--- src/hdl/usbt_regs.vh ---
// register offsets, field positions and codes of the usb trigger matcher
`ifndef USBT_REGS_VH
`define USBT_REGS_VH

// ==========================================================
// register offsets
`define USBT_CTRL_OFF 8'h00
`define USBT_ADDR_OFF 8'h04
`define USBT_FRAME_OFF 8'h08
`define USBT_DLO_OFF 8'h0C
`define USBT_DHI_OFF 8'h10
`define USBT_SPLIT_OFF 8'h14
`define USBT_STAT_OFF 8'h18
`define USBT_CLR_OFF 8'h1C
`define USBT_IEN_OFF 8'h20
`define USBT_CNT_OFF 8'h24

// ==========================================================
// ctrl fields
`define USBT_CTRL_EN 0
`define USBT_CTRL_SPD_LSB 1
`define USBT_CTRL_EVT_LSB 3
`define USBT_CTRL_PID_LSB 8
`define USBT_CTRL_ANY 12
`define USBT_CTRL_AQ_EN 13
`define USBT_CTRL_AOP_LSB 14
`define USBT_CTRL_DQ_EN 17
`define USBT_CTRL_DOP_LSB 18
`define USBT_CTRL_ERR_LSB 21

// ==========================================================
// split qualifier fields
`define USBT_SP_HUB_CARE 7
`define USBT_SP_PORT_LSB 8
`define USBT_SP_PORT_CARE 15
`define USBT_SP_SC 16
`define USBT_SP_SC_CARE 17
`define USBT_SP_S 18
`define USBT_SP_E 19
`define USBT_SP_SE_CARE 20
`define USBT_SP_ET_LSB 21
`define USBT_SP_ET_CARE 23

// ==========================================================
// status bits
`define USBT_ST_TRIG 0
`define USBT_ST_ERR 1
`define USBT_ST_OVF 2

// ==========================================================
// speeds
`define USBT_SPD_LS 2'h0
`define USBT_SPD_FS 2'h1
`define USBT_SPD_HS 2'h2

// ==========================================================
// event selections
`define USBT_EV_SYNC 4'h0
`define USBT_EV_RESET 4'h1
`define USBT_EV_SUSP 4'h2
`define USBT_EV_RESUME 4'h3
`define USBT_EV_EOP 4'h4
`define USBT_EV_TOKEN 4'h5
`define USBT_EV_DATA 4'h6
`define USBT_EV_HAND 4'h7
`define USBT_EV_SPEC 4'h8
`define USBT_EV_ERROR 4'h9

// ==========================================================
// packet identifiers and classes
`define USBT_PID_OUT 4'h1
`define USBT_PID_IN 4'h9
`define USBT_PID_SOF 4'h5
`define USBT_PID_SETUP 4'hD
`define USBT_PID_DATA2 4'h7
`define USBT_PID_MDATA 4'hF
`define USBT_PID_NYET 4'h6
`define USBT_PID_PRE 4'hC
`define USBT_PID_SPLIT 4'h8
`define USBT_PID_PING 4'h4
`define USBT_CLS_SPEC 2'h0
`define USBT_CLS_TOKEN 2'h1
`define USBT_CLS_HAND 2'h2
`define USBT_CLS_DATA 2'h3

// ==========================================================
// comparison operators
`define USBT_OP_LE 3'h0
`define USBT_OP_LT 3'h1
`define USBT_OP_EQ 3'h2
`define USBT_OP_GT 3'h3
`define USBT_OP_GE 3'h4
`define USBT_OP_NE 3'h5
`define USBT_OP_IN 3'h6
`define USBT_OP_OUT 3'h7

`endif

--- src/hdl/usbt_matcher.v ---
// usb protocol trigger matcher with register port and interrupt
// ==========================================================
// Functional notes
// - every speed offers sync, reset, suspend, resume, eop, token, data, handshake, special and error triggers.
// - token trigger takes any token or sof, out, in, setup, with an address qualifier except on sof.
// - the token address is compared by le, lt, eq, gt, ge, ne or an inside or outside range.
// - sof frame numbers match a pattern whose bits may each be don't care.
// - data trigger takes any data pid or one of them; data2 and mdata only at high speed.
// - the data payload may be qualified by the same six relations or a range test.
// - handshake trigger takes any, ack, nak or stall; nyet only at high speed.
// - special trigger takes any or one pid; reserved always, pre at full speed, err, split and ping at high speed.
// - pid check, crc5 and crc16 errors trigger at every speed, bit stuffing only at low and full speed.
// - split packets are qualified by hub address, port address and start or complete, each maybe don't care.
// - split start and end bits are qualified or don't care, covering speed and isochronous positions.
// - split endpoint type is qualified as don't care, control, isochronous, bulk or interrupt.
//
// Chosen here: the plain strobed port and the register addresses.
`timescale 1ns/100ps
`include "usbt_regs.vh"

// ==========================================================
// relational and range comparator
module usbt_cmp #(
    parameter W = 8
) (
    // operands
    input wire [W-1:0] val_in,
    input wire [W-1:0] lo_in,
    input wire [W-1:0] hi_in,
    input wire [2:0] op_in,

    // result
    output reg hit_out
);
    wire in_rng;

    assign in_rng = (val_in >= lo_in) && (val_in <= hi_in);
    always @* begin
        case (op_in)
            `USBT_OP_LE: hit_out = (val_in <= lo_in);
            `USBT_OP_LT: hit_out = (val_in < lo_in);
            `USBT_OP_EQ: hit_out = (val_in == lo_in);
            `USBT_OP_GT: hit_out = (val_in > lo_in);
            `USBT_OP_GE: hit_out = (val_in >= lo_in);
            `USBT_OP_NE: hit_out = (val_in != lo_in);
            `USBT_OP_IN: hit_out = in_rng;
            `USBT_OP_OUT: hit_out = ~in_rng;
            default: hit_out = 1'b0;
        endcase
    end
endmodule // usbt_cmp

// ==========================================================
// top level matcher
module usbt_matcher (
    // clock and reset
    input wire sys_clk_in,
    input wire rst_n_in,

    // register port
    input wire [7:0] reg_addr_in,
    input wire [31:0] reg_wdata_in,
    input wire reg_wr_in,
    input wire reg_rd_in,
    output reg [31:0] reg_rdata_out,

    // decoded bus events, one-cycle pulses
    input wire ev_sync_in,
    input wire ev_reset_in,
    input wire ev_suspend_in,
    input wire ev_resume_in,
    input wire ev_eop_in,

    // decoded packet, fields valid with pkt_valid_in
    input wire pkt_valid_in,
    input wire [3:0] pkt_pid_in,
    input wire [6:0] pkt_addr_in,
    input wire [10:0] pkt_frame_in,
    input wire [31:0] pkt_data_in,
    input wire [6:0] pkt_hub_in,
    input wire pkt_sc_in,
    input wire [6:0] pkt_port_in,
    input wire pkt_s_in,
    input wire pkt_e_in,
    input wire [1:0] pkt_et_in,

    // decoder error pulses
    input wire err_pid_in,
    input wire err_crc5_in,
    input wire err_crc16_in,
    input wire err_stuff_in,

    // results
    output reg trig_out,
    output wire irq_out
);

    // ======================================================
    // registers
    reg [24:0] ctrl;
    reg [14:0] addr_cfg;
    reg [26:0] frame_cfg;
    reg [31:0] data_lo;
    reg [31:0] data_hi;
    reg [23:0] split_cfg;
    reg [2:0] status;
    reg [2:0] irq_en;
    reg [15:0] trig_cnt;

    // ======================================================
    // control fields
    wire ctl_en;
    wire [1:0] spd;
    wire [3:0] evt_sel;
    wire [3:0] pid_sel;
    wire sel_any;
    wire aq_en;
    wire [2:0] aop;
    wire dq_en;
    wire [2:0] dop;
    wire [3:0] err_sel;
    wire hs;

    assign ctl_en = ctrl[`USBT_CTRL_EN];
    assign spd = ctrl[`USBT_CTRL_SPD_LSB+1:`USBT_CTRL_SPD_LSB];
    assign evt_sel = ctrl[`USBT_CTRL_EVT_LSB+3:`USBT_CTRL_EVT_LSB];
    assign pid_sel = ctrl[`USBT_CTRL_PID_LSB+3:`USBT_CTRL_PID_LSB];
    assign sel_any = ctrl[`USBT_CTRL_ANY];
    assign aq_en = ctrl[`USBT_CTRL_AQ_EN];
    assign aop = ctrl[`USBT_CTRL_AOP_LSB+2:`USBT_CTRL_AOP_LSB];
    assign dq_en = ctrl[`USBT_CTRL_DQ_EN];
    assign dop = ctrl[`USBT_CTRL_DOP_LSB+2:`USBT_CTRL_DOP_LSB];
    assign err_sel = ctrl[`USBT_CTRL_ERR_LSB+3:`USBT_CTRL_ERR_LSB];
    assign hs = (spd == `USBT_SPD_HS);

    // ======================================================
    // pid availability per speed
    reg pid_ok;

    always @* begin
        case (pkt_pid_in)
            `USBT_PID_DATA2: pid_ok = hs;
            `USBT_PID_MDATA: pid_ok = hs;
            `USBT_PID_NYET: pid_ok = hs;
            `USBT_PID_PRE: pid_ok = (spd != `USBT_SPD_LS);
            `USBT_PID_SPLIT: pid_ok = hs;
            `USBT_PID_PING: pid_ok = hs;
            default: pid_ok = 1'b1;
        endcase
    end

    // shared code 1100 is pre at full speed and err at high speed
    wire [1:0] pkt_cls;
    wire cls_hit;
    wire pid_hit;

    assign pkt_cls = pkt_pid_in[1:0];
    assign cls_hit = pkt_valid_in & pid_ok & (sel_any | (pkt_pid_in == pid_sel));
    assign pid_hit = cls_hit;

    // ======================================================
    // qualifiers
    wire addr_cmp;
    wire data_cmp;

    usbt_cmp #(
        .W(7)
    ) u_addr_cmp (
        .val_in(pkt_addr_in),
        .lo_in(addr_cfg[6:0]),
        .hi_in(addr_cfg[14:8]),
        .op_in(aop),
        .hit_out(addr_cmp)
    );
    usbt_cmp #(
        .W(32)
    ) u_data_cmp (
        .val_in(pkt_data_in),
        .lo_in(data_lo),
        .hi_in(data_hi),
        .op_in(dop),
        .hit_out(data_cmp)
    );

    wire is_sof;
    wire addr_ok;
    wire frame_ok;
    wire data_ok;
    assign is_sof = (pkt_pid_in == `USBT_PID_SOF);
    // sof carries a frame number, not an address
    assign addr_ok = is_sof | ~aq_en | addr_cmp;
    // radix entry is a software matter; pattern and care mask are binary
    assign frame_ok = ~is_sof |
        (((pkt_frame_in ^ frame_cfg[10:0]) & frame_cfg[26:16]) == 11'h000);
    assign data_ok = ~dq_en | data_cmp;

    // split qualifiers, each with a care bit
    wire hub_ok;
    wire port_ok;
    wire sc_ok;
    wire se_ok;
    wire et_ok;
    wire split_ok;

    assign hub_ok = ~split_cfg[`USBT_SP_HUB_CARE] |
        (pkt_hub_in == split_cfg[6:0]);
    assign port_ok = ~split_cfg[`USBT_SP_PORT_CARE] |
        (pkt_port_in == split_cfg[`USBT_SP_PORT_LSB+6:`USBT_SP_PORT_LSB]);
    assign sc_ok = ~split_cfg[`USBT_SP_SC_CARE] |
        (pkt_sc_in == split_cfg[`USBT_SP_SC]);
    // s/e encode device speed or isochronous data position
    assign se_ok = ~split_cfg[`USBT_SP_SE_CARE] |
        ((pkt_s_in == split_cfg[`USBT_SP_S]) &
         (pkt_e_in == split_cfg[`USBT_SP_E]));
    assign et_ok = ~split_cfg[`USBT_SP_ET_CARE] |
        (pkt_et_in == split_cfg[`USBT_SP_ET_LSB+1:`USBT_SP_ET_LSB]);
    assign split_ok = (pkt_pid_in != `USBT_PID_SPLIT) |
        (hub_ok & port_ok & sc_ok & se_ok & et_ok);

    // ======================================================
    // errors
    wire stuff_hit;
    wire err_hit;

    // high speed stuffing faults are not a trigger source
    assign stuff_hit = err_stuff_in & ~hs & err_sel[3];
    assign err_hit = (err_pid_in & err_sel[0]) |
        (err_crc5_in & err_sel[1]) |
        (err_crc16_in & err_sel[2]) | stuff_hit;

    // ======================================================
    // event selection
    reg match;

    always @* begin
        case (evt_sel)
            `USBT_EV_SYNC: match = ev_sync_in;
            `USBT_EV_RESET: match = ev_reset_in;
            `USBT_EV_SUSP: match = ev_suspend_in;
            `USBT_EV_RESUME: match = ev_resume_in;
            `USBT_EV_EOP: match = ev_eop_in;
            `USBT_EV_TOKEN: match = pid_hit & (pkt_cls == `USBT_CLS_TOKEN) &
                addr_ok & frame_ok;
            `USBT_EV_DATA: match = pid_hit & (pkt_cls == `USBT_CLS_DATA) &
                data_ok;
            `USBT_EV_HAND: match = pid_hit & (pkt_cls == `USBT_CLS_HAND);
            `USBT_EV_SPEC: match = pid_hit & (pkt_cls == `USBT_CLS_SPEC) &
                split_ok;
            `USBT_EV_ERROR: match = err_hit;
            default: match = 1'b0;
        endcase
    end

    wire next_trig;
    assign next_trig = ctl_en & match;

    // ======================================================
    // register writes and trigger state
    wire wr_ctrl;
    wire wr_clr;
    wire [2:0] clr_bits;
    wire [2:0] set_bits;
    wire cnt_full;

    assign wr_ctrl = reg_wr_in & (reg_addr_in == `USBT_CTRL_OFF);
    assign wr_clr = reg_wr_in & (reg_addr_in == `USBT_CLR_OFF);
    assign clr_bits = wr_clr ? reg_wdata_in[2:0] : 3'h0;
    // saturate rather than wrap so a long run never reads low
    assign cnt_full = (trig_cnt == 16'hFFFF);
    assign set_bits = {next_trig & cnt_full, err_hit, next_trig};

    always @(posedge sys_clk_in or negedge rst_n_in) begin
        if (!rst_n_in) begin
            ctrl <= 25'h0000000;
            addr_cfg <= 15'h0000;
            frame_cfg <= 27'h0000000;
            data_lo <= 32'h00000000;
            data_hi <= 32'h00000000;
            split_cfg <= 24'h000000;
            irq_en <= 3'h0;
            status <= 3'h0;
            trig_cnt <= 16'h0000;
            trig_out <= 1'b0;
        end else begin
            trig_out <= next_trig;
            // set wins over a clear in the same cycle
            status <= (status & ~clr_bits) | set_bits;
            if (next_trig && !cnt_full) begin
                trig_cnt <= trig_cnt + 16'h0001;
            end
            if (wr_ctrl) begin
                ctrl <= reg_wdata_in[24:0];
            end
            if (reg_wr_in) begin
                case (reg_addr_in)
                    `USBT_ADDR_OFF: addr_cfg <= reg_wdata_in[14:0];
                    `USBT_FRAME_OFF: frame_cfg <= reg_wdata_in[26:0];
                    `USBT_DLO_OFF: data_lo <= reg_wdata_in;
                    `USBT_DHI_OFF: data_hi <= reg_wdata_in;
                    `USBT_SPLIT_OFF: split_cfg <= reg_wdata_in[23:0];
                    `USBT_IEN_OFF: irq_en <= reg_wdata_in[2:0];
                    default: irq_en <= irq_en;
                endcase
            end
            // writing the count register restarts it
            if (reg_wr_in && (reg_addr_in == `USBT_CNT_OFF)) begin
                trig_cnt <= 16'h0000;
            end
        end
    end

    assign irq_out = |(status & irq_en);

    // ======================================================
    // register reads, data one cycle after the strobe
    reg [31:0] next_rdata;
    always @* begin
        next_rdata = 32'h00000000;
        case (reg_addr_in)
            `USBT_CTRL_OFF: next_rdata = {7'h00, ctrl};
            `USBT_ADDR_OFF: next_rdata = {17'h00000, addr_cfg};
            `USBT_FRAME_OFF: next_rdata = {5'h00, frame_cfg};
            `USBT_DLO_OFF: next_rdata = data_lo;
            `USBT_DHI_OFF: next_rdata = data_hi;
            `USBT_SPLIT_OFF: next_rdata = {8'h00, split_cfg};
            `USBT_STAT_OFF: next_rdata = {29'h00000000, status};
            `USBT_IEN_OFF: next_rdata = {29'h00000000, irq_en};
            `USBT_CNT_OFF: next_rdata = {16'h0000, trig_cnt};
            default: next_rdata = 32'h00000000;
        endcase
    end

    always @(posedge sys_clk_in or negedge rst_n_in) begin
        if (!rst_n_in) begin
            reg_rdata_out <= 32'h00000000;
        end else if (reg_rd_in) begin
            reg_rdata_out <= next_rdata;
        end else begin
            reg_rdata_out <= 32'h00000000;
        end
    end

endmodule // usbt_matcher

--- config.mk ---
export PLATFORM = sky130hd
export DESIGN_NAME = usbt_matcher
export DESIGN_NICKNAME = d
export VERILOG_FILES = /design/src/hdl/usbt_matcher.v
export VERILOG_INCLUDE_DIRS = /design/src /design/src/hdl
export SDC_FILE = /design/constraint.sdc
export NUM_CORES = 1
export LEC_CHECK = 0
export BUFFER_PORTS_ARGS = -buffer_cell sky130_fd_sc_hd__clkbuf_2
export CAP_MARGIN = 10
export CORE_ASPECT_RATIO = 0.5
export CORE_MARGIN = 2
export CORE_UTILIZATION = 45
export CTS_BUF_LIST = sky130_fd_sc_hd__clkbuf_2
export CTS_CLUSTER_SIZE = 10
export DETAILED_ROUTE_END_ITERATION = 8
export PLACE_DENSITY = 0.73
export SLEW_MARGIN = 5
export SYNTH_ARGS = -nofsm -noshare
export SYNTH_HDL_FRONTEND = slang
export SYNTH_SLANG_ARGS = --single-unit
export TNS_END_PERCENT = 100
--- constraint.sdc ---
create_clock -name sys_clk_in -period 3.3 [get_ports sys_clk_in]
set_input_delay 0.825 -clock sys_clk_in [delete_from_list [all_inputs] [get_ports sys_clk_in]]
set_output_delay 0.825 -clock sys_clk_in [all_outputs]
set_load 0.02 [all_outputs]
* Yosys cells after proc, flatten, opt, wreduce, memory -nomap -nowiden
Index checks and enable logic that the tools add are counted.
Storage, ports and cells: register bits 210, input port bits 127, output and inout port bits 34
Operators by class: $add $sub $neg 1, magnitude comparators 10, equal/unequal tests 56, muxes and demuxes 9, bitwise gates (word level) 55, reduce and logical (&&, ||, !) cells 21
Operators with widths (count):
- one-hot mux 32 bit (9 select lines) | 1
- less-or-equal comparator 32 bit | 2
- equality test 32 bit | 1
- equality test 4 x 3 -> 1 bit (second input constant) | 8
- equality test 8 x 5 -> 1 bit (second input constant) | 4
- >= comparator 32 bit | 1
- > comparator 32 bit | 1
- less-than comparator 32 bit | 1
- two-way mux 16 bit | 2
- two-way mux 32 bit | 1
- inequality test 32 bit | 1
- AND 1 bit | 24
- equality test 3 bit (second input constant) | 8
- equality test 7 bit | 3
- equality test 4 bit (second input constant) | 5
- adder 16 x 1 -> 16 bit (second input constant) | 1
- equality test 16 bit (second input constant) | 1
- equality test 8 x 4 -> 1 bit (second input constant) | 2
- equality test 8 x 6 -> 1 bit (second input constant) | 2
- one-hot mux 1 bit (8 select lines) | 2
- less-or-equal comparator 7 bit | 2
- OR 1 bit | 14
- equality test 3 x 2 -> 1 bit (second input constant) | 4
- AND reduction 2 bit | 6
- other kinds (33) | 55

* Logic depth before layout (Yosys ltp)
Gate-level depths: netlist of the first run.
depth after elaboration 13, depth in mapped cells 13, depth with buffers taken out 12

* Cells and area by module
From an unflattened synthesis of the first run, not the netlist that was laid out.
Second synthesis, totals: cell total of the unflattened synthesis 1037, area total of the unflattened synthesis 11539.8 um^2
Modules (own cells, without submodules):
- usbt_matcher | times used 1, cells an instance 745, area an instance 9450.3 um^2
- usbt_cmp (u_data_cmp) | times used 1, cells an instance 236, area an instance 1676.6 um^2
- usbt_cmp (u_addr_cmp) | times used 1, cells an instance 56, area an instance 412.9 um^2

* Least setup slack after synthesis of the first run
No wires, ideal clock.
kind input to register, start point in pkt_data_in[14], end point reg trig_cnt[11], data arrival time 3.360 ns, data required time 3.222 ns, path slack -0.138 ns, stages on the path 10, buffers on the path 0, cells stage by stage ha_1 > a21oi_2 > nand2_1 > a221o_1 > o31a_1 > or3_1 > a211oi_2 > nor3_4 > or4_1 > a21oi_1
Between the ends: word-level cells in the longest chain between the ends 10, elaborated cells between the ends (all ways) 16
RTL lines:
- from (decl) | RTL line usbt_matcher.v:79 | input wire [31:0] pkt_data_in,
- >= comparator 32 bit / less-or-equal comparator 32 bit (equally long branches) | RTL line usbt_matcher.v:37, usbt_matcher.v:44
- logical AND 1 bit | RTL line usbt_matcher.v:37 | assign in_rng = (val_in >= lo_in) && (val_in <= hi_in);
- inverter 1 bit | RTL line usbt_matcher.v:47 | `USBT_OP_OUT: hit_out = ~in_rng;
- one-hot mux 1 bit (8 select lines) (*) | RTL line usbt_matcher.v:39 | case (op_in)
- OR 1 bit (*) | RTL line usbt_matcher.v:195 | assign data_ok = ~dq_en | data_cmp;
- AND 1 bit (*) | RTL line usbt_matcher.v:244 | `USBT_EV_DATA: match = pid_hit & (pkt_cls == `USBT_CLS_DATA) &
- one-hot mux 1 bit (10 select lines) (*) | RTL line usbt_matcher.v:236 | case (evt_sel)
- AND 1 bit (*) | RTL line usbt_matcher.v:255 | assign next_trig = ctl_en & match;
- logical AND 1 bit (*) | RTL line usbt_matcher.v:288 | if (next_trig && !cnt_full) begin
- nonzero test 2 bit (no source line) (*)
- to (signal assigned) | RTL line usbt_matcher.v:289 | trig_cnt <= trig_cnt + 16'h0001;
- to (decl) | RTL line usbt_matcher.v:108 | reg [15:0] trig_cnt;
Every way passes the cells marked *; elsewhere a longest branch is shown, timed or not. A chain may end at the register's enable or synchronous reset.

* Worst setup path in the final report of the first run
start point reg data_lo[14], end point reg trig_cnt[11]
Between the ends: word-level cells in the longest chain between the ends 10, elaborated cells between the ends (all ways) 15
RTL lines:
- from (decl) | RTL line usbt_matcher.v:103 | reg [31:0] data_lo;
- from (signal assigned) | RTL line usbt_matcher.v:298 | `USBT_DLO_OFF: data_lo <= reg_wdata_in;
- >= comparator 32 bit | RTL line usbt_matcher.v:37, usbt_matcher.v:44
- logical AND 1 bit | RTL line usbt_matcher.v:37
- inverter 1 bit | RTL line usbt_matcher.v:47
- one-hot mux 1 bit (8 select lines) (*) | RTL line usbt_matcher.v:39
- OR 1 bit (*) | RTL line usbt_matcher.v:195
- AND 1 bit (*) | RTL line usbt_matcher.v:244
- one-hot mux 1 bit (10 select lines) (*) | RTL line usbt_matcher.v:236
- AND 1 bit (*) | RTL line usbt_matcher.v:255
- logical AND 1 bit (*) | RTL line usbt_matcher.v:288
- nonzero test 2 bit (no source line) (*)
Marks and branches as above.

==> flow_summary.ini, run 1 <==
[grt]
grt_max_degree = 75
grt_first_pass_wirelength_um = 54900
number_of_global_route_vias_before_repair = 9812
grt_antenna_before_repair = 3
globalRouteOverflowTotal = 0
grt_usage_pct = 26.8

[critical_path]
timing.rr.start = data_lo[14]
crit_path_max_incr_delay_ns = 0.51
critPathLaunch = data_lo[14]
timing_worst_setup_path_type = reg -> reg
worstRegToRegCells = 12
worstSetupEndpointType = register
crit_fanout = 13
critical_path_required_ns = 4.07
start_kind = register
worst-path-stages = 12
critPathArrivalTime_ns = 4.09
critPathSlowestCell = or4_4
timing.critical_path.max_delay_family = simple AND/OR/NAND/NOR gates
crit_end = trig_cnt[11]
crit_chain = inv_1, ha_4, nand4_1, nor2_1, a221o_1, o31a_1, or3_4, a211oi_4, nor3_4, buf_12, or4_4, a21oi_2
minimum_setup_slack_among_reg_to_reg_paths_ns = -0.02
timing.rr.end = trig_cnt[11]
crit_buf_inv = 2

[synth]
ys_ff_latch = 210
synth.avg_cell_area_sq_um = 11.2
count_of_synthesis_stage_warnings_from_yosys = 0
synth_fp_nets = 1230
post-synth-top-count-cell = dfrtp_1
synth.lib_cells_used.distinct = 63
synth_area_sq_um = 11500
async_set_or_reset_flop_fraction_in_the_synthesized_netlist_pct = 100
number_of_cells_produced_by_synthesis = 1024
synth_ff_type = dfrtp_1
synth.top_cell.area_share_pct = 45.8
synth_top_cells_by_area = dfrtp_1 (46%), mux2_2 (15%), ha_1 (8.6%)
synth_enable_flop_cells = 0
synth_sequential_area_ratio_pct = 45.8
yosysTopAreaCell = dfrtp_1
post_synth_most_frequent_cells = dfrtp_1 (210), mux2_2 (158), inv_1 (81), ha_1 (79), a22oi_1 (54)

[place]
placedCellCount = 1552
port-buffer-count = 160
gp_congestion = 0.924
placed_cell_area_sq_um = 13200
dp_hpwl_um = 26500

[sta]
final.setup.tns_ns = -0.0339
worst_margin_slew_ns = 1.06
maxClockFrequency_mhz = 301
worst_slew_margin_rel_pct = 29.2
period_minus_slack_ns = 3.32
grt_setup_unrepaired = true
clock_skew_ns = 0.0548
setup-violations-final = 3
layout_setup_ws_ns = -0.0220
final_max_slew_viol_count = 0
final_min_period_over_clock_period_pct = 101
final-hold-violation-count = 0

[worst_hold_path]
hold_class = in -> reg

[die]
design.core.area_sq_um = 25100
dieWidth_um = 230
die_height_um = 117
placement_rows = 41
floorplan.die_area_sq_um = 26900
num_io_pins = 161
start_util_pct = 45.7

[status]
status = finished with violations
violations = negative setup slack

[power]
powerDensity_nw_per_um2 = 380
leakage_nw = 6.71
worst_ir_drop_vdd_mv = 0.165

[clock_network]
cts_made_buffers = 50
clock-root-buffer = clkbuf_2
number_of_sinks_driven_by_the_clock_tree = 210
ctsLongestPathBuffers = 3
clk_pin_slew_worst_paths_ns = 0.12
htree_num_levels = 2
tritoncts = done
clock_latency_at_the_later_pin_of_the_worst_skew_pair_ns = 0.85

[layout]
fin_nets = 1486
layout_overhead_on_the_synthesized_area_pct = 21.9
post_route_cells_drive_above_1_share_pct = 40.0
final_area_sq_um = 14000
layout.filler_cells = 2168
area.sequential_sq_um = 5260
area_taken_by_multi_input_logic_gates_sq_um = 6030
instances_no_fill = 1663
finish.utilization_pct = 55.7

[route]
post_drt_via_cell_ratio = 5.87
route.final.wire_length_um = 36500
antenna_left = 0
wire_per_inst_um = 21.9
routed-via-count = 9763
drcViolationCount = 0
iteration_0_drc_count_of_the_detailed_router = 956
drt_first_pass_iters = 7

[flow_run]
timing.max_cap.violations = 0
==> placed cells by master, fill, tap and decap left out, types with 6 or more instances in the layout <==
cell type  instances
xnor2_1           14
a222oi_1          21
nand2b_1           6
a21o_1             8
buf_4             71
nand4_1           16
clkinv_1          12
nor2b_1            6
ha_1              75
a22o_1             6
a22oi_1           54
o21ai_0           15
xor2_1            20
a21oi_1           36
nor2_1            27
and3_1            11
or3_1              8
inv_1             78
nor3_1             7
dfrtp_1          210
nand3_1           21
a31oi_1           25
mux2_2           158
clkbuf_2         231
a221oi_1           7
nand2_1           49
==> how the worst min path moves through the flow <==
stage                      from             to  depth (start not counted)
3_3_place_gp            ctrl[7]        ctrl[7]                          1
2_1_floorplan         status[1]      status[1]                          1
3_5_place_dp      frame_cfg[11]  frame_cfg[11]                          1
4_1_cts        reg_wdata_in[30]    data_lo[30]                          2
6_report       reg_wdata_in[29]    data_hi[29]                          2
5_1_grt        reg_wdata_in[29]    data_hi[29]                          2
==> layer usage <==
layer / share of wire, % / GRT usage [%]
met1: 42 / 34.5
met2: 47 / 44.1
met3: 8.7 / 7.19
met4: 2.5 / 10.0
met5: 0 / 0
==> power by group <==
group	switching (mW)	internal, mW
sequential	0.120	2.68
combinational	0.413	0.363
clock	1.07	0.661
==> kinds of logic after synthesis <==
family	share of synthesized area, %
compound gates	14.1
xor+xnor	2.59
fa+ha+maj	8.61
buf+inv	3.97
flops	45.8
mux	15.9
simple gates	9.13
==> worst reg2reg max path: cells and delay by family, from the launching register on <==
family	cells	cell delay [ns]
AND/OR/NAND/NOR	5	1.28
adder cells (fa/ha/maj)	1	0.23
buffers and inverters	2	0.29
AO/OA/AOI/OAI	4	1.01
flip-flops	1	0.43
==> through the flow <==
step / total power [mW] / hold WS, ns / worst slack (ns)
floorplan: 3.17 / 0.473 / 0.0107
global placement: 3.52 / 0.489 / -0.617
detailed placement: 3.56 / 0.496 / -0.707
CTS: 5.29 / 0.185 / 0.000130
global route: 5.58 / 0.210 / -0.108
finish: 5.31 / 0.250 / -0.0220
==> flip-flops by register name (all words and copies together) (netlist names) <==
name / flops
trig_out: 1
data_lo: 32
ctrl: 25
trig_cnt: 16
addr_cfg: 15
irq_en: 3
reg_rdata_out: 32
frame_cfg: 27
data_hi: 32
status: 3
split_cfg: 24
==> repair_timing <==
action,4_1_cts,5_1_grt
hold buffers,1,0
endpoints found under the setup margin,14,18
hold endpoints to repair,51,0
resized for setup,15,27
cloned,0,2
pin swaps,5,15
buffers inserted,5,12
==> cell type report <==
| type | instances | share of cell area (%) |
|---|---|---|
| multi-input combinational | 695 | 43.1 |
| antenna | 3 | 0.0537 |
| clock inverter | 16 | 0.626 |
| clock buffer | 72 | 2.58 |
| sequential | 210 | 37.6 |
| inverter | 81 | 2.17 |
| tap | 344 | 3.08 |
| timing repair buffer | 242 | 10.8 |
(Power assumes the default switching activity.)
==> run 2, diff against run 1 <==
--- a/config.mk
+++ b/config.mk
@@ -11,7 +11,7 @@
 export CORE_ASPECT_RATIO = 0.5
 export CORE_MARGIN = 2
 export CORE_UTILIZATION = 45
-export CTS_BUF_LIST = sky130_fd_sc_hd__clkbuf_2
+export CTS_BUF_LIST = sky130_fd_sc_hd__clkbuf_16
 export CTS_CLUSTER_SIZE = 10
 export DETAILED_ROUTE_END_ITERATION = 8
 export PLACE_DENSITY = 0.73
==> flow_summary.ini, run 2 (same netlist as run 1, synthesis figures left out) <==
[status]
status = finished with violations
violations = negative setup slack

[route]
iteration_0_drc_count_of_the_detailed_router = 840
wire_per_inst_um = 22.7
antenna_left = 0
routed-via-count = 9547
drt_first_pass_iters = 5
route.final.wire_length_um = 36500
post_drt_via_cell_ratio = 5.95
drcViolationCount = 0

[power]
p_sw_share_pct = 26.1
combPwrFrac_pct = 13.2
cell_internal_pwr_mw = 4.39
netSwitchingPower_mw = 1.56
totalPowerFinal_mw = 5.95
leakage_nw = 6.71
seq_power_share_pct = 47.2
powerDensity_nw_per_um2 = 418
share_clk_of_total_power_pct = 39.6
worst_ir_drop_vdd_mv = 0.318

[sta]
clock_skew_ns = 0.0231
period_minus_slack_ns = 3.36
holdWs_ns = 0.323
grt_setup_unrepaired = true
setup-violations-final = 10
final_max_slew_viol_count = 0
final_min_period_over_clock_period_pct = 102
layout_setup_ws_ns = -0.0621
final.setup.tns_ns = -0.344
final-hold-violation-count = 0
maxClockFrequency_mhz = 297
worst_margin_slew_ns = 1.05
worst_slew_margin_rel_pct = 29.7

[critical_path]
crit_fanout = 7
minimum_setup_slack_among_reg_to_reg_paths_ns = -0.05
worstSetupEndpointType = register
critPathArrivalTime_ns = 3.82
worstRegToRegCells = 12
start_kind = input port
critical_path_required_ns = 3.76
timing.rr.start = data_lo[29]
timing.rr.end = trig_cnt[0]
timing_worst_setup_path_type = in -> reg

[grt]
grt_antenna_before_repair = 2
grt_first_pass_wirelength_um = 54400
globalRouteOverflowTotal = 0
grt_usage_pct = 26.5
number_of_global_route_vias_before_repair = 9555
grt_max_degree = 75

[clock_network]
clock-root-buffer = clkbuf_16
clk_pin_slew_worst_paths_ns = 0.06
cts_made_buffers = 25
cts.hold.buffers_added = 0
number_of_sinks_driven_by_the_clock_tree = 210
tritoncts = done
htree_num_levels = 1
clock_latency_at_the_later_pin_of_the_worst_skew_pair_ns = 0.53
ctsLongestPathBuffers = 3

[flow_run]
timing.max_cap.violations = 0

[layout]
fin_nets = 1461
largest_registers = data_hi (32), data_lo (32), reg_rdata_out (32)
layout_overhead_on_the_synthesized_area_pct = 24.1
layout_commonest_cell = dfrtp_1
post_route_cells_drive_above_1_share_pct = 38.6
layout.cells.most_common_list = dfrtp_1 (210), clkbuf_2 (159), mux2_2 (158), inv_1 (81), ha_1 (75)

[die]
dieWidth_um = 230
floorplan.die_area_sq_um = 26900
die_height_um = 117
start_util_pct = 45.7
num_io_pins = 161
placement_rows = 41
design.core.area_sq_um = 25100

[place]
port-buffer-count = 160
dp_hpwl_um = 26500
gp_congestion = 0.924
dp_slack_ns = -0.707

[worst_hold_path]
hold_class = in -> async
==> run 2: worst max path at each step <==
| stage | from | end |
|---|---|---|
| floorplan | pkt_data_in[5] | trig_cnt[11] |
| global placement | pkt_data_in[5] | trig_cnt[11] |
| detailed placement | pkt_data_in[5] | trig_cnt[11] |
| CTS | addr_cfg[4] | trig_cnt[2] |
| global route | pkt_data_in[17] | trig_cnt[12] |
| finish | pkt_data_in[17] | trig_cnt[0] |
==> run 2: metrics by stage <==
step | util (%) | instances | cell area (sq um)
finish | 56.7 | 1604 | 14200
global route | 56.7 | 1604 | 14200
CTS | 55.4 | 1587 | 13900
detailed placement | 52.4 | 1552 | 13200
global placement | 52.4 | 1552 | 13200
floorplan | - | 1024 | 11500
==> run 2: repair_timing <==
item,in CTS,in global routing
endpoints found under the setup margin,8,19
setup buffers,5,13
pin swaps,5,34
gates resized for setup,11,40
cloned,0,2
==> run 2: worst max-delay path, cell delays in order <==
cell	delay, ns
clkbuf_2	0.09
buf_4	0.13
ha_1	0.30
a21oi_1	0.14
o21ai_0	0.11
a221oi_1	0.29
nand3_1	0.29
or3_4	0.42
a211oi_4	0.30
nor3_4	0.13
clkbuf_16	0.18
or4_1	0.51
nand2_1	0.09
==> run 2: power groups by stage <==
stage / sequential (mW) / combinational [mW] / clock (mW)
final: 2.81 / 0.783 / 2.36
after global routing: 2.82 / 0.861 / 2.50
after CTS: 2.80 / 0.724 / 2.37
after detailed placement: 2.85 / 0.712 / 0
after global placement: 2.84 / 0.684 / 0
after floorplan: 2.80 / 0.363 / 0
==> run 2: final cells by class <==
| cell class | count | area, sq um |
|---|---|---|
| Fill cell | 2103 | 10900 |
| Clock buffer | 25 | 626 |
| Sequential cell | 210 | 5260 |
| Timing Repair Buffer | 242 | 1520 |
| Antenna cell | 2 | 5.00 |
| Inverter | 81 | 304 |
| Tap cell | 344 | 430 |
| Multi-Input combinational cell | 695 | 6080 |
| Clock inverter | 5 | 28.8 |
==> run 2: routing by layer <==
layer,global-route usage (%),vias to the layer above,part of all wire (%)
li1,-,4288,-
met1,34.6,4782,42
met2,44.3,418,47
met3,6.52,59,8.4
met4,8.52,0,2.5
met5,0,-,0
==> run 3, diff against run 2 <==
--- a/config.mk
+++ b/config.mk
@@ -9,11 +9,12 @@
 export BUFFER_PORTS_ARGS = -buffer_cell sky130_fd_sc_hd__clkbuf_2
 export CAP_MARGIN = 10
 export CORE_ASPECT_RATIO = 0.5
-export CORE_MARGIN = 2
+export CORE_MARGIN = 5
 export CORE_UTILIZATION = 45
 export CTS_BUF_LIST = sky130_fd_sc_hd__clkbuf_16
 export CTS_CLUSTER_SIZE = 10
 export DETAILED_ROUTE_END_ITERATION = 8
+export GPL_ROUTABILITY_DRIVEN = 0
 export PLACE_DENSITY = 0.73
 export SLEW_MARGIN = 5
 export SYNTH_ARGS = -nofsm -noshare
==> flow_summary.ini, run 3 (same netlist as run 1, synthesis figures left out) <==
[worst_hold_path]
hold_class = in -> async

[layout]
finish.utilization_pct = 56.0
layout_overhead_on_the_synthesized_area_pct = 22.6
layout.cells.most_common_list = dfrtp_1 (210), clkbuf_2 (159), mux2_2 (158), inv_1 (81), ha_1 (76)
largest_registers = data_hi (32), data_lo (32), reg_rdata_out (32)
post_route_cells_drive_above_1_share_pct = 36.6
layout_commonest_cell = dfrtp_1
fin_nets = 1448

[critical_path]
start_kind = input port
timing.critical_path.max_delay_family = simple AND/OR/NAND/NOR gates
crit_path_max_incr_delay_ns = 0.51
worstSetupEndpointType = register
timing_worst_setup_path_type = in -> reg
critPathSlowestCell = or4_4
crit_chain = clkbuf_2, ha_1, nand4_1, nor4_4, nor3b_4, o31a_1, o2111ai_2, a211oi_2, buf_4, nor3_4, buf_12, or4_4, a21oi_2
crit_fanout = 12
critPathArrivalTime_ns = 3.85
crit_buf_inv = 3
critical_path_required_ns = 3.75

[grt]
number_of_global_route_vias_before_repair = 10200
grt_usage_pct = 25.3
grt_antenna_before_repair = 1
globalRouteOverflowTotal = 0
grt_first_pass_wirelength_um = 57500
grt_max_degree = 95

[sta]
clock_skew_ns = 0.0286
maxClockFrequency_mhz = 295
setup-violations-final = 12
holdWs_ns = 0.353
grt_setup_unrepaired = true
final-hold-violation-count = 0
layout_setup_ws_ns = -0.0950
worst_slew_margin_rel_pct = 26.6
worst_margin_slew_ns = 1.10
final_max_slew_viol_count = 0
period_minus_slack_ns = 3.40
final.setup.tns_ns = -0.586
final_min_period_over_clock_period_pct = 103

[place]
dp_hpwl_um = 26800
dp_slack_ns = -0.868
port-buffer-count = 160

[die]
start_util_pct = 45.7
dieWidth_um = 236
design.core.area_sq_um = 25100
placement_rows = 41
die_height_um = 123
num_io_pins = 161
floorplan.die_area_sq_um = 29000

[power]
powerDensity_nw_per_um2 = 427
worst_ir_drop_vdd_mv = 0.290
leakage_nw = 6.64

[route]
wire_per_inst_um = 23.6
iteration_0_drc_count_of_the_detailed_router = 1022
post_drt_via_cell_ratio = 6.16
route.final.wire_length_um = 37500
routed-via-count = 9784
drt_first_pass_iters = 6
antenna_left = 0
drcViolationCount = 0

[clock_network]
tritoncts = done
clock_latency_at_the_later_pin_of_the_worst_skew_pair_ns = 0.53
number_of_sinks_driven_by_the_clock_tree = 210
htree_num_levels = 1
clk_pin_slew_worst_paths_ns = 0.06
ctsLongestPathBuffers = 3
clock-root-buffer = clkbuf_16
cts_made_buffers = 25

[flow_run]
timing.max_cap.violations = 0

[status]
violations = negative setup slack
status = finished with violations
-- run 3: area by class of cell --
type,instances,area (sq um)
Antenna cell,1,2.50
Clock buffer,25,626
Clock inverter,4,50.0
Fill cell,2094,11100
Inverter,81,304
Multi-Input combinational cell,695,5980
Sequential cell,210,5260
Tap cell,344,430
Timing Repair Buffer,229,1430
-- run 3: stage by stage --
stage               power, mW  instances  cell area [sq um]
floorplan                3.17       1024              11500
global placement         3.52       1549              13200
detailed placement       3.56       1549              13200
CTS                      5.99       1581              13900
global route             6.23       1589              14100
finish                   6.02       1589              14100
-- run 3: path summary, 6_finish.rpt --
kind	start	to	slack (ns)	cells past startpoint
setup / recovery	pkt_data_in[26]	trig_cnt[11]	-0.1	13
hold / removal	rst_n_in	frame_cfg[0]	0.35	1
setup reg to reg	data_lo[27]	trig_cnt[11]	-0.1	13
hold reg to reg	frame_cfg[13]	frame_cfg[13]	0.51	1
max in group asynchronous	rst_n_in	data_hi[30]	2.16	2
min in group sys_clk_in	frame_cfg[13]	frame_cfg[13]	0.51	1
-- run 3: per-layer routing --
layer	wire length (um)	GRT usage, %	vias up
li1	-	-	4273
met3	3250	6.17	127
met2	17700	42.1	503
met5	0	0	-
met1	14900	32.4	4881
met4	1690	10.4	0
-- run 3: where the power goes --
part / internal (mW) / total, mW / switching, mW / leakage, nW
registers: 2.69 / 2.81 / 0.120 / 2.90
logic: 0.356 / 0.764 / 0.408 / 3.41
clock network: 1.41 / 2.45 / 1.03 / 0.332
total: 4.46 / 6.02 / 1.56 / 6.64
-- run 3: timing repair --
action,CTS,global route
pin swaps,6,15
resized for setup,13,8
buffers inserted,3,6
endpoints found under the setup margin,19,19
hold endpoints to repair,0,0
hold buffers,0,0
gates cloned,0,1
-- run 3: worst register-to-register path: cells and delay by family (launching register included) --
family | cells | cell delay, ns
DFF | 1 | 0.36
buffers and inverters | 3 | 0.42
AOI/OAI and AO/OA | 4 | 0.76
and+or+nand+nor | 5 | 1.50
adders and majority gates | 1 | 0.28
